File: config.mk
export PLATFORM = sky130hd
export DESIGN_NAME = dswd_decoder
export DESIGN_NICKNAME = d
export VERILOG_FILES = /design/src/dswd_pkg.sv /design/src/dswd_sync.sv /design/src/dswd_decoder.sv
export SDC_FILE = /design/constraint.sdc
export NUM_CORES = 1
export LEC_CHECK = 0
export BUFFER_PORTS_ARGS = -buffer_cell sky130_fd_sc_hd__buf_2
export CAP_MARGIN = 10
export CORE_MARGIN = 2
export CORE_UTILIZATION = 60
export CTS_CLUSTER_SIZE = 24
export DETAILED_ROUTE_END_ITERATION = 10
export GPL_TIMING_DRIVEN = 0
export PLACE_DENSITY = 0.88
export REMOVE_ABC_BUFFERS = 1
export SYNTH_ARGS = -nofsm -noshare
export SYNTH_HDL_FRONTEND = slang
export SYNTH_SLANG_ARGS = --single-unit
File: constraint.sdc
create_clock -name clk_i -period 6.5 [get_ports clk_i]
set_input_delay 0.975 -clock clk_i [delete_from_list [all_inputs] [get_ports clk_i]]
set_output_delay 0.975 -clock clk_i [all_outputs]
set_load 0.01 [all_outputs]
File: src/dswd_pkg.sv
// package for the serial command word decoder of a 12-bit output converter
// assumes a single system clock that oversamples the serial link
package dswd_pkg;
    localparam int WORD_BITS = 16;
    localparam int CODE_BITS = 12;
    localparam int CNT_BITS = 5;
    // header and reference field positions
    localparam int POS_REG_HI = 15;
    localparam int POS_SPEED = 14;
    localparam int POS_PWR = 13;
    localparam int POS_REG_LO = 12;
    localparam int POS_REF_HI = 1;
    localparam int POS_REF_LO = 0;
    // register select codes {reg_select_hi, reg_select_lo}
    localparam logic [1:0] SEL_DATA = 2'h0;
    localparam logic [1:0] SEL_CTRL = 2'h3;
    // reference select codes
    localparam logic [1:0] REF_EXT0 = 2'h0;
    localparam logic [1:0] REF_1V024 = 2'h1;
    localparam logic [1:0] REF_2V048 = 2'h2;
    localparam logic [1:0] REF_EXT1 = 2'h3;
    // reset values: latches come up all zero
    localparam logic [CODE_BITS-1:0] CODE_RST = 12'h000;
    localparam logic [1:0] REF_RST = 2'h0;
    localparam logic [CNT_BITS-1:0] CNT_FULL = 5'h10;
    localparam logic [CNT_BITS-1:0] CNT_ZERO = 5'h00;
    // decoded reference source
    typedef enum logic [2:0] {
        DSWD_REF_EXT = 3'b001,
        DSWD_REF_LOW = 3'b010,
        DSWD_REF_HIGH = 3'b100
    } dswd_ref_type;
endpackage : dswd_pkg

File: src/dswd_sync.sv
// two flip-flop synchroniser with edge detection on the second stage output
// assumes the input is asynchronous to clk_i
`timescale 1ns/100ps
module dswd_sync
    import dswd_pkg::*;
#(
    parameter logic RST_VAL = 1'b0
) (
    input wire logic clk_i,
    input wire logic nrst_i,
    input wire logic async_i,
    output logic sync_o,
    output logic rise_o,
    output logic fall_o
);
    logic meta_ff;
    logic sync_ff;
    logic last_ff;

    // first stage feeds only the second stage, to contain metastability
    always_ff @(posedge clk_i or negedge nrst_i) begin
        if (!nrst_i) begin
            meta_ff <= RST_VAL;
            sync_ff <= RST_VAL;
            last_ff <= RST_VAL;
        end else begin
            meta_ff <= async_i;
            sync_ff <= meta_ff;
            last_ff <= sync_ff;
        end
    end

    assign sync_o = sync_ff;
    assign rise_o = sync_ff & ~last_ff;
    assign fall_o = ~sync_ff & last_ff;
endmodule : dswd_sync

File: src/dswd_decoder.sv
// serial command word decoder: shifts 16-bit words, updates output code and config
// assumes serial clock well below clk_i/4 (bench uses 5 MHz against 40 MHz)
//
// How it works
// - a data-register word loads its twelve low bits, msb first, as the output code.
// - a control-register word uses only its two lowest bits for the reference.
// - reference codes 00 and 11 pick external, 01 the 1.024 V and 10 the 2.048 V level.
// - a full word reaches the latch on the first serial rising edge after the last bit.
// - the reference setting survives data-register writes.
// - with select low a falling frame sync starts a word, one bit per falling clock edge.
// - the latch loads after sixteen bits, or earlier when frame sync rises.
// - header bits fifteen and twelve pick data (00), control (11) or reserved.
// - header bit fourteen is speed (1 fast) and bit thirteen power down (1 down).
`timescale 1ns/100ps
module dswd_decoder
    import dswd_pkg::*;
(
    input wire logic clk_i,
    input wire logic nrst_i,
    input wire logic sclk_i,
    input wire logic din_i,
    input wire logic frame_sync_i,
    input wire logic chip_select_n_i,
    output logic [CODE_BITS-1:0] output_code_o,
    output logic [1:0] ref_select_o,
    output logic ref_internal_o,
    output logic ref_high_o,
    output logic speed_select_o,
    output logic power_down_bit_o,
    output logic update_o
);
    typedef enum logic [2:0] {
        ST_IDLE = 3'b001,
        ST_SHIFT = 3'b010,
        ST_WAIT = 3'b100
    } dswd_state_type;

    logic sclk_rise;
    logic sclk_fall;
    logic din_s;
    logic fs_rise;
    logic fs_fall;
    logic cs_n_s;
    logic din_meta_ff;
    logic din_ff;

    ////////////////////////////////////////////////////////////////////////////
    // input synchronisers
    // serial clock parks high between frames; resetting to that level avoids a false edge
    dswd_sync #(.RST_VAL(1'b1)) u_sclk (
        .clk_i(clk_i),
        .nrst_i(nrst_i),
        .async_i(sclk_i),
        .sync_o(),
        .rise_o(sclk_rise),
        .fall_o(sclk_fall)
    );
    dswd_sync #(.RST_VAL(1'b1)) u_fs (
        .clk_i(clk_i),
        .nrst_i(nrst_i),
        .async_i(frame_sync_i),
        .sync_o(),
        .rise_o(fs_rise),
        .fall_o(fs_fall)
    );
    dswd_sync #(.RST_VAL(1'b1)) u_cs (
        .clk_i(clk_i),
        .nrst_i(nrst_i),
        .async_i(chip_select_n_i),
        .sync_o(cs_n_s),
        .rise_o(),
        .fall_o()
    );

    // data needs the same two-stage delay as the clock so it stays aligned
    always_ff @(posedge clk_i or negedge nrst_i) begin
        if (!nrst_i) begin
            din_meta_ff <= 1'b0;
            din_ff <= 1'b0;
        end else begin
            din_meta_ff <= din_i;
            din_ff <= din_meta_ff;
        end
    end
    assign din_s = din_ff;

    ////////////////////////////////////////////////////////////////////////////
    // frame state and shift register
    dswd_state_type state_ff;
    dswd_state_type nxt_state;
    logic [WORD_BITS-1:0] shift_ff;
    logic [CNT_BITS-1:0] cnt_ff;
    logic commit;

    // frame sync falling with select low opens a word
    always_comb begin
        nxt_state = state_ff;
        commit = 1'b0;
        case (state_ff)
            ST_IDLE: begin
                if (fs_fall && !cs_n_s) begin
                    nxt_state = ST_SHIFT;
                end
            end
            ST_SHIFT: begin
                if (cs_n_s) begin
                    nxt_state = ST_IDLE; // select lost: word dropped
                end else if (fs_rise) begin
                    commit = (cnt_ff != CNT_ZERO); // short word
                    nxt_state = ST_IDLE;
                end else if (sclk_fall && cnt_ff == CNT_FULL - 5'h01) begin
                    nxt_state = ST_WAIT;
                end
            end
            ST_WAIT: begin
                if (sclk_rise || fs_rise || cs_n_s) begin
                    commit = 1'b1;
                    nxt_state = ST_IDLE;
                end
            end
            default: begin
                nxt_state = ST_IDLE;
            end
        endcase
    end

    always_ff @(posedge clk_i or negedge nrst_i) begin
        if (!nrst_i) begin
            state_ff <= ST_IDLE;
        end else begin
            state_ff <= nxt_state;
        end
    end

    // msb arrives first, so shift left
    always_ff @(posedge clk_i or negedge nrst_i) begin
        if (!nrst_i) begin
            shift_ff <= '0;
            cnt_ff <= CNT_ZERO;
        end else if (state_ff == ST_IDLE) begin
            cnt_ff <= CNT_ZERO;
        end else if (state_ff == ST_SHIFT && sclk_fall && !fs_rise) begin
            shift_ff <= {shift_ff[WORD_BITS-2:0], din_s};
            cnt_ff <= cnt_ff + 5'h01;
        end
    end

    ////////////////////////////////////////////////////////////////////////////
    // word decode; a short word is left-aligned by padding zeros below
    logic [WORD_BITS-1:0] word;
    logic [1:0] reg_sel;
    always_comb begin
        word = shift_ff << (CNT_FULL - cnt_ff);
        if (state_ff == ST_WAIT) begin
            word = shift_ff;
        end
        reg_sel = {word[POS_REG_HI], word[POS_REG_LO]};
    end

    logic [CODE_BITS-1:0] code_ff;
    logic [1:0] ref_ff;
    logic speed_ff;
    logic pwr_ff;
    logic update_ff;

    // output latch, loads only on data-register words
    always_ff @(posedge clk_i or negedge nrst_i) begin
        if (!nrst_i) begin
            code_ff <= CODE_RST;
            update_ff <= 1'b0;
        end else begin
            update_ff <= 1'b0;
            if (commit && reg_sel == SEL_DATA) begin
                code_ff <= word[CODE_BITS-1:0];
                update_ff <= 1'b1;
            end
        end
    end

    // reference config held until the next control word
    always_ff @(posedge clk_i or negedge nrst_i) begin
        if (!nrst_i) begin
            ref_ff <= REF_RST;
        end else if (commit && reg_sel == SEL_CTRL) begin
            ref_ff <= {word[POS_REF_HI], word[POS_REF_LO]};
        end
    end

    // speed and power header bits ride on every valid word; reserved ignored
    always_ff @(posedge clk_i or negedge nrst_i) begin
        if (!nrst_i) begin
            speed_ff <= 1'b0;
            pwr_ff <= 1'b0;
        end else if (commit && (reg_sel == SEL_DATA || reg_sel == SEL_CTRL)) begin
            speed_ff <= word[POS_SPEED];
            pwr_ff <= word[POS_PWR];
        end
    end

    ////////////////////////////////////////////////////////////////////////////
    // reference decode; both external codes treated alike
    dswd_ref_type ref_src;
    always_comb begin
        case (ref_ff)
            REF_1V024: ref_src = DSWD_REF_LOW;
            REF_2V048: ref_src = DSWD_REF_HIGH;
            default: ref_src = DSWD_REF_EXT;
        endcase
    end

    assign output_code_o = code_ff;
    assign ref_select_o = ref_ff;
    assign ref_internal_o = (ref_src != DSWD_REF_EXT);
    assign ref_high_o = (ref_src == DSWD_REF_HIGH);
    assign speed_select_o = speed_ff;
    assign power_down_bit_o = pwr_ff;
    assign update_o = update_ff;
endmodule : dswd_decoder

==> reports/qor.yml, run 1 <==
tightest_slew_ps: 1180
gp_congestion: 0.881
p_leak_nw: 1.33
synth_area_um2: 2910
synth.top_cell.area_share_pct: 36.1
ff2ff_path_depth: 11
slew_headroom_pct: 21.2
fmax_mhz: 232
hold_depth: 0
grt_use_total_pct: 22.5
synth_top_family_by_area: "multiplexers"
cts_setup_buffers: 0
max-cap-violations: 0
setup_viol: 0
syn2layout_area_growth_pct: 7.90
cts_buffers: 5
die_w_um: 73.7
drt-total-wl_um: 5690
status: "finished, final reports clean"
synthXorXnorAreaFrac_pct: 0.601
synth_compound_area_share_pct: 13.6
mostFrequentLayoutCells: "42 x dfrtp_1, 25 x nor2_1, 24 x buf_2"
detail_route.wl_per_cell_um: 17.1
synth_seq_area_share_pct: 44.2
grt_pass1_wl_um: 9280
synthMuxAreaShare_pct: 21.6
hp-class: "reg -> reg"
rr_startpoint: "cnt_ff[0]$_DFFE_PN0P_"
path_max_fanout: 23
ant_nets: 0
layout_setup_ws_ps: 2190
cts_tree: "yes"
cp.required_ps: 6680
skew_ps: 11.7
overflow: 0
critPathLaunch: "cnt_ff[0]$_DFFE_PN0P_"
pin_count: 25
dp_hpwl_um: 4150
route.detailed.drc: 0
synth_warnings: 0
drive_above_1_share_pct: 31.2
drtIter0Drc: 102
grt_antenna_before_repair: 0
n_antenna_cell: 0
synth_top_area_cell: "dfrtp_1"
cts.repair.resized: 0
die_y_um: 73.7
cts_buffer_depth: 2
clock_sinks: 51
grt_pass1_vias: 1907
initial_core_util_pct: 62.1
synth-edff-count: 0
clk_pin_slew_ps: 90
irDropWorstVdd_uv: 92.5
worstSetupPathType: "reg -> reg"
cts_hold_buf: 0
ys.flop_type: "dfrtp_1"
crit_path_start_kind: "register"
place_ws_ps: 1660
yosys-top-cells-area: "dfrtp_1 36%, dfstp_2 8.1%, mux2_2 7.7%"
grt_start_max_net_pins: 52
synthAdderAreaFrac_pct: 3.01
ys_ff_latch: 51
fin_crit_sh_pct: 66.3
tns_ps: 0
final_common_cell: "dfrtp_1"
final_hold_viol_count: 0
yosys.area_share.simple_pct: 13.1
total_power_uw: 523
min_from: "u_cs.meta_ff$_DFF_PN1_"
crit_arrival_ps: 4490
io_buffers: 24
grt_setup_unrepaired: "false"
design.die.area_um2: 5430
coreArea_um2: 4690
async_reset_ff_share_pct: 100
drt_first_pass_iters: 4
r2r_slack_ps: 2190
clk_latency_ps: 300
vias: 2083
fp-row-count: 25
synthCells: 261
clockRootBuffer: "clkbuf_8"
slew_viol_final: 0
finalCriticalPeriod_ps: 4310
final_net_count: 291
powerDensity_nw_per_um2: 166
syn_area_per_cell_um2: 11.2
ys_types: 49
worstSetupEndpointType: "register"
htree_levels: 2
via_per_inst: 6.26
## per-layer routing
| metal | routed length, µm | vias up | GRT usage, % | share of wire [%] |
|---|---|---|---|---|
| met3 | 327 | 11 | 4.25 | 5.7 |
| met1 | 2530 | 1004 | 31.2 | 44 |
| met4 | 126 | 0 | 9.29 | 2.2 |
| met5 | 0 | - | 0 | 0 |
| li1 | - | 1000 | - | - |
| met2 | 2710 | 68 | 34.5 | 48 |
## report_power, final
part	total [mW]	switching [mW]	internal, mW	leakage (nW)
sequential	0.330	0.00457	0.325	0.676
combinational	0.0193	0.0129	0.00635	0.609
clock	0.174	0.0987	0.0754	0.0412
total	0.523	0.116	0.407	1.33
## critical path: stages, from the launching register on
cell and delay [ps]:
dfrtp_1 570, buf_16 230, inv_1 80, ha_1 240, xor2_1 940, nor3_1 100, a21oi_1 280, nor3_1 90
a211oi_1 220, ha_1 170, a21boi_2 840, mux2_2 420
## through the flow
stage | cells | hold WS [ps] | cell area (µm²) | utilization (%)
4_1_cts | 332 | 352 | 3120 | 66.4
2_1_floorplan | 245 | 331 | 2830 | -
3_5_place_dp | 324 | 348 | 3030 | 64.6
6_report | 333 | 346 | 3140 | 67.0
3_3_place_gp | 323 | 333 | 3020 | 64.3
5_1_grt | 333 | 345 | 3140 | 67.0
## sequential cells by signal (all words and copies together) (netlist names), 2 cells and up
| signal | flops |
|---|---|
| state_ff | 3 |
| shift_ff | 16 |
| ref_select_o | 2 |
| output_code_o | 12 |
| cnt_ff | 5 |
## final timing paths
kind | end
min reg2reg | u_cs.sync_o$_DFF_PN1_
max in group asynchronous | output_code_o[2]$_DFFE_PN0P_
max reg2reg | output_code_o[0]$_DFFE_PN0P_
max | output_code_o[0]$_DFFE_PN0P_
min | u_cs.sync_o$_DFF_PN1_
min in group asynchronous | cnt_ff[4]$_DFFE_PN0P_
## kinds of logic after synthesis
family / Yosys count
AND/OR/NAND/NOR: 75
AO/OA/AOI/OAI: 55
flip-flops: 51
multiplexers: 48
buffers and inverters: 23
adder cells (fa/ha/maj): 7
XOR/XNOR: 2
## cells in the mapped netlist (all sizes together), types with 3 or more instances
master,instances
a211oi,4
a21oi,22
a221oi,3
a31oi,3
a32oi,4
buf,10
clkbuf,6
dfrtp,42
dfstp,9
ha,7
inv,7
mux2,20
mux2i,18
mux4,10
nand2,14
nand3,7
nor2,25
nor2b,3
nor3,8
o211ai,3
o21ai,5
## cell type report
type	count	area, µm²
tap	54	67.6
clock inverter	2	12.5
sequential	51	1290
multi-input combinational	187	1520
inverter	7	26.3
timing repair buffer	26	159
clock buffer	6	72.6
fill	357	1550
No activity file was read; power rests on OpenSTA's default activity.
==> run 2, diff against run 1 <==
ABC_AREA = 1   (was default)
CORE_UTILIZATION = 59   (was 60)
PLACE_DENSITY = 0.87   (was 0.88)
clock period = 4.5 ns   (was 6.5 ns; I/O delays follow)
==> reports/qor.yml, run 2 <==
status: "finished, final reports clean"
design.die.area_um2: 5530  # +1.9%
grt_use_total_pct: 26.2  # +3.7 points
drt_first_pass_iters: 7  # +3
drt-total-wl_um: 6480  # +14%
regMostFlops: "shift_ff"
overflow: 0  # unchanged
fin_crit_sh_pct: 91.4  # +25 points
async_reset_ff_share_pct: 100  # unchanged
fmax_mhz: 243  # +4.7%
synth_area_um2: 2920  # +0.26%
clock_sinks: 51  # unchanged
finalCriticalPeriod_ps: 4120  # -193 ps
n_antenna_cell: 0  # unchanged
initial_core_util_pct: 61.4  # -0.66 points
min_from: "din_meta_ff$_DFF_PN0_"
fillers: 447  # +25%
crit_arrival_ps: 4300  # -190 ps
fp-row-count: 25  # unchanged
cts_tree: "yes"
ys_ff_latch: 51  # unchanged
crit_path_start_kind: "register"
skew_ps: 9.43  # -2.31 ps
slew_viol_final: 0  # unchanged
setup_viol: 0  # unchanged
cts_setup_buffers: 0  # unchanged
worstSetupPathType: "reg -> reg"
path_max_fanout: 21  # -8.7%
grt_antenna_before_repair: 0  # unchanged
io_buffers: 24  # unchanged
synth_top_area_cell: "dfrtp_1"
final_net_count: 433  # +49%
clockRootBuffer: "clkbuf_8"
grt_setup_unrepaired: "false"
gp_congestion: 0.875  # -0.68%
p_leak_nw: 1.65  # +25%
dp_hpwl_um: 4540  # +9.4%
ant_nets: 0  # unchanged
die_y_um: 74.4  # +0.92%
syn_area_per_cell_um2: 7.23  # -35%
tns_ps: 0  # unchanged
synth.top_cell.area_share_pct: 36.0  # -0.093 points
drtIter0Drc: 429  # +320%
htree_levels: 2  # unchanged
critPathLaunch: "cnt_ff[0]$_DFFE_PN0P_"
powerDensity_nw_per_um2: 431  # +160%
hp-class: "reg -> reg"
clk_latency_ps: 300  # about the same
ys.flop_type: "dfrtp_1"
worstSetupEndpointType: "register"
grt_start_max_net_pins: 52  # unchanged
total_power_mw: 1.34  # +160%
max-cap-violations: 0  # unchanged
final_hold_viol_count: 0  # unchanged
synth_most_common_cell: "nand2_1"
grt_pass1_vias: 2444  # +28%
clk_pin_slew_ps: 90  # about the same
final_common_cell: "nand2_1"
largest_reg_flops: 16  # unchanged
cts_hold_buf: 0  # unchanged
yosys-top-cells-area: "dfrtp_1 36%, nand2_1 19%, nand3_1 11%"
slew_headroom_pct: 27.8  # +6.7 points
ys_types: 29  # -41%
syn2layout_area_growth_pct: 6.72
tightest_slew_ps: 1080  # -96.4 ps
cts_buffers: 5  # unchanged
drive_above_1_share_pct: 12.6  # -19 points
via_per_inst: 5.63  # -10%
synthCells: 404  # +55%
synth_warnings: 0  # unchanged
rr_startpoint: "cnt_ff[0]$_DFFE_PN0P_"
die_w_um: 74.4  # +0.92%
synth_seq_area_share_pct: 44.1  # -0.11 points
route.detailed.drc: 0  # unchanged
cts.repair.resized: 0  # unchanged
synthTopCellsByCount: "146 x nand2_1, 63 x nand3_1, 42 x dfrtp_1"
detail_route.wl_per_cell_um: 13.3  # -22%
cts_buffer_depth: 2  # unchanged
coreArea_um2: 4750  # +1.3%
irDropWorstVdd_uv: 198  # +110%
cp.required_ps: 4690  # -1990 ps
mostFrequentLayoutCells: "146 x nand2_1, 63 x nand3_1, 42 x dfrtp_1"
grt_pass1_wl_um: 11200  # +21%
synth-edff-count: 0  # unchanged
vias: 2745  # +32%
pin_count: 25  # unchanged
## run 2: cell count changes after synthesis, sizes merged, moves of 4 or more
cell    delta
nor3       -4
mux2i     -18
nand2    +135
o22ai      +6
inv       +22
a32oi      -4
mux4      -10
nor2      +12
a211oi     -4
nand3     +57
mux2      -20
o21ai      +9
## run 2: critical path, cell delays in order (launching register included)
cell and delay (ps):
dfrtp_1 770, inv_2 330, ha_1 770, clkinvlp_4 500, nand3_1 240, nand3_1 90, o21ai_0 190, nand2_1 110
nand2_1 70, nor2_1 50, ha_1 290, nand2_4 180, clkinv_2 200, nor2_1 140, a21oi_1 50
## run 2: final cells by class
cell class / instances / area [µm²] / share of cell area, %
flip-flops and latches: 51 / 1290 / 41.3
clock buffers: 7 / 86.3 / 2.77
clock inverters: 1 / 5.00 / 0.161
repair buffers: 24 / 120 / 3.85
well taps: 67 / 83.8 / 2.69
inverters: 32 / 125 / 4.01
multi-input cells: 306 / 1410 / 45.2
## run 2: worst paths after layout
| check | slack (ps) | depth (start not counted) | endpoint |
|---|---|---|---|
| max in group asynchronous | 3270 | 1 | shift_ff[9]$_DFFE_PN0P_ |
| setup / recovery | 380 | 14 | output_code_o[4]$_DFFE_PN0P_ |
| hold reg to reg | 360 | 0 | din_ff$_DFF_PN0_ |
| setup reg to reg | 380 | 14 | output_code_o[4]$_DFFE_PN0P_ |
| hold / removal | 360 | 0 | din_ff$_DFF_PN0_ |
| min in group asynchronous | 570 | 1 | cnt_ff[2]$_DFFE_PN0P_ |
## run 2: cell families (layout without fill, tap and decap cells)
logic type / count (synthesis) / after routing / share of synthesized area (%)
DFF: 51 / 51 / 44.1
buffers and inverters: 47 / 64 / 7.67
xor gates and xnor gates: 1 / 1 / 0.300
AOI/OAI and AO/OA: 39 / 39 / 7.32
adders and majority gates: 7 / 7 / 3.00
and+or+nand+nor: 259 / 259 / 37.6
## run 2: stage by stage
stage / cells / hold slack, ps / setup slack, ps / instance area, µm² / util, %
3_5_place_dp: 480 / 337 / 394 / 3020 / 63.6
6_report: 488 / 356 / 385 / 3120 / 65.6
3_3_place_gp: 480 / 333 / 503 / 3020 / 63.6
5_1_grt: 488 / 363 / 87.5 / 3120 / 65.6
2_1_floorplan: 389 / 331 / 1360 / 2820 / -
4_1_cts: 488 / 359 / 336 / 3110 / 65.5
## run 2: layer usage
metal	vias up	GRT usage, %	wire (µm)
met3	19	4.07	555
li1	1333	-	-
met4	0	8.53	159
met1	1248	36.3	2720
met5	-	0	0
met2	145	42.3	3050
## run 2: where the power goes
| part | switching (mW) | internal [mW] |
|---|---|---|
| clock | 0.146 | 0.124 |
| sequential | 0.0746 | 0.553 |
| combinational | 0.290 | 0.156 |
| total | 0.511 | 0.833 |
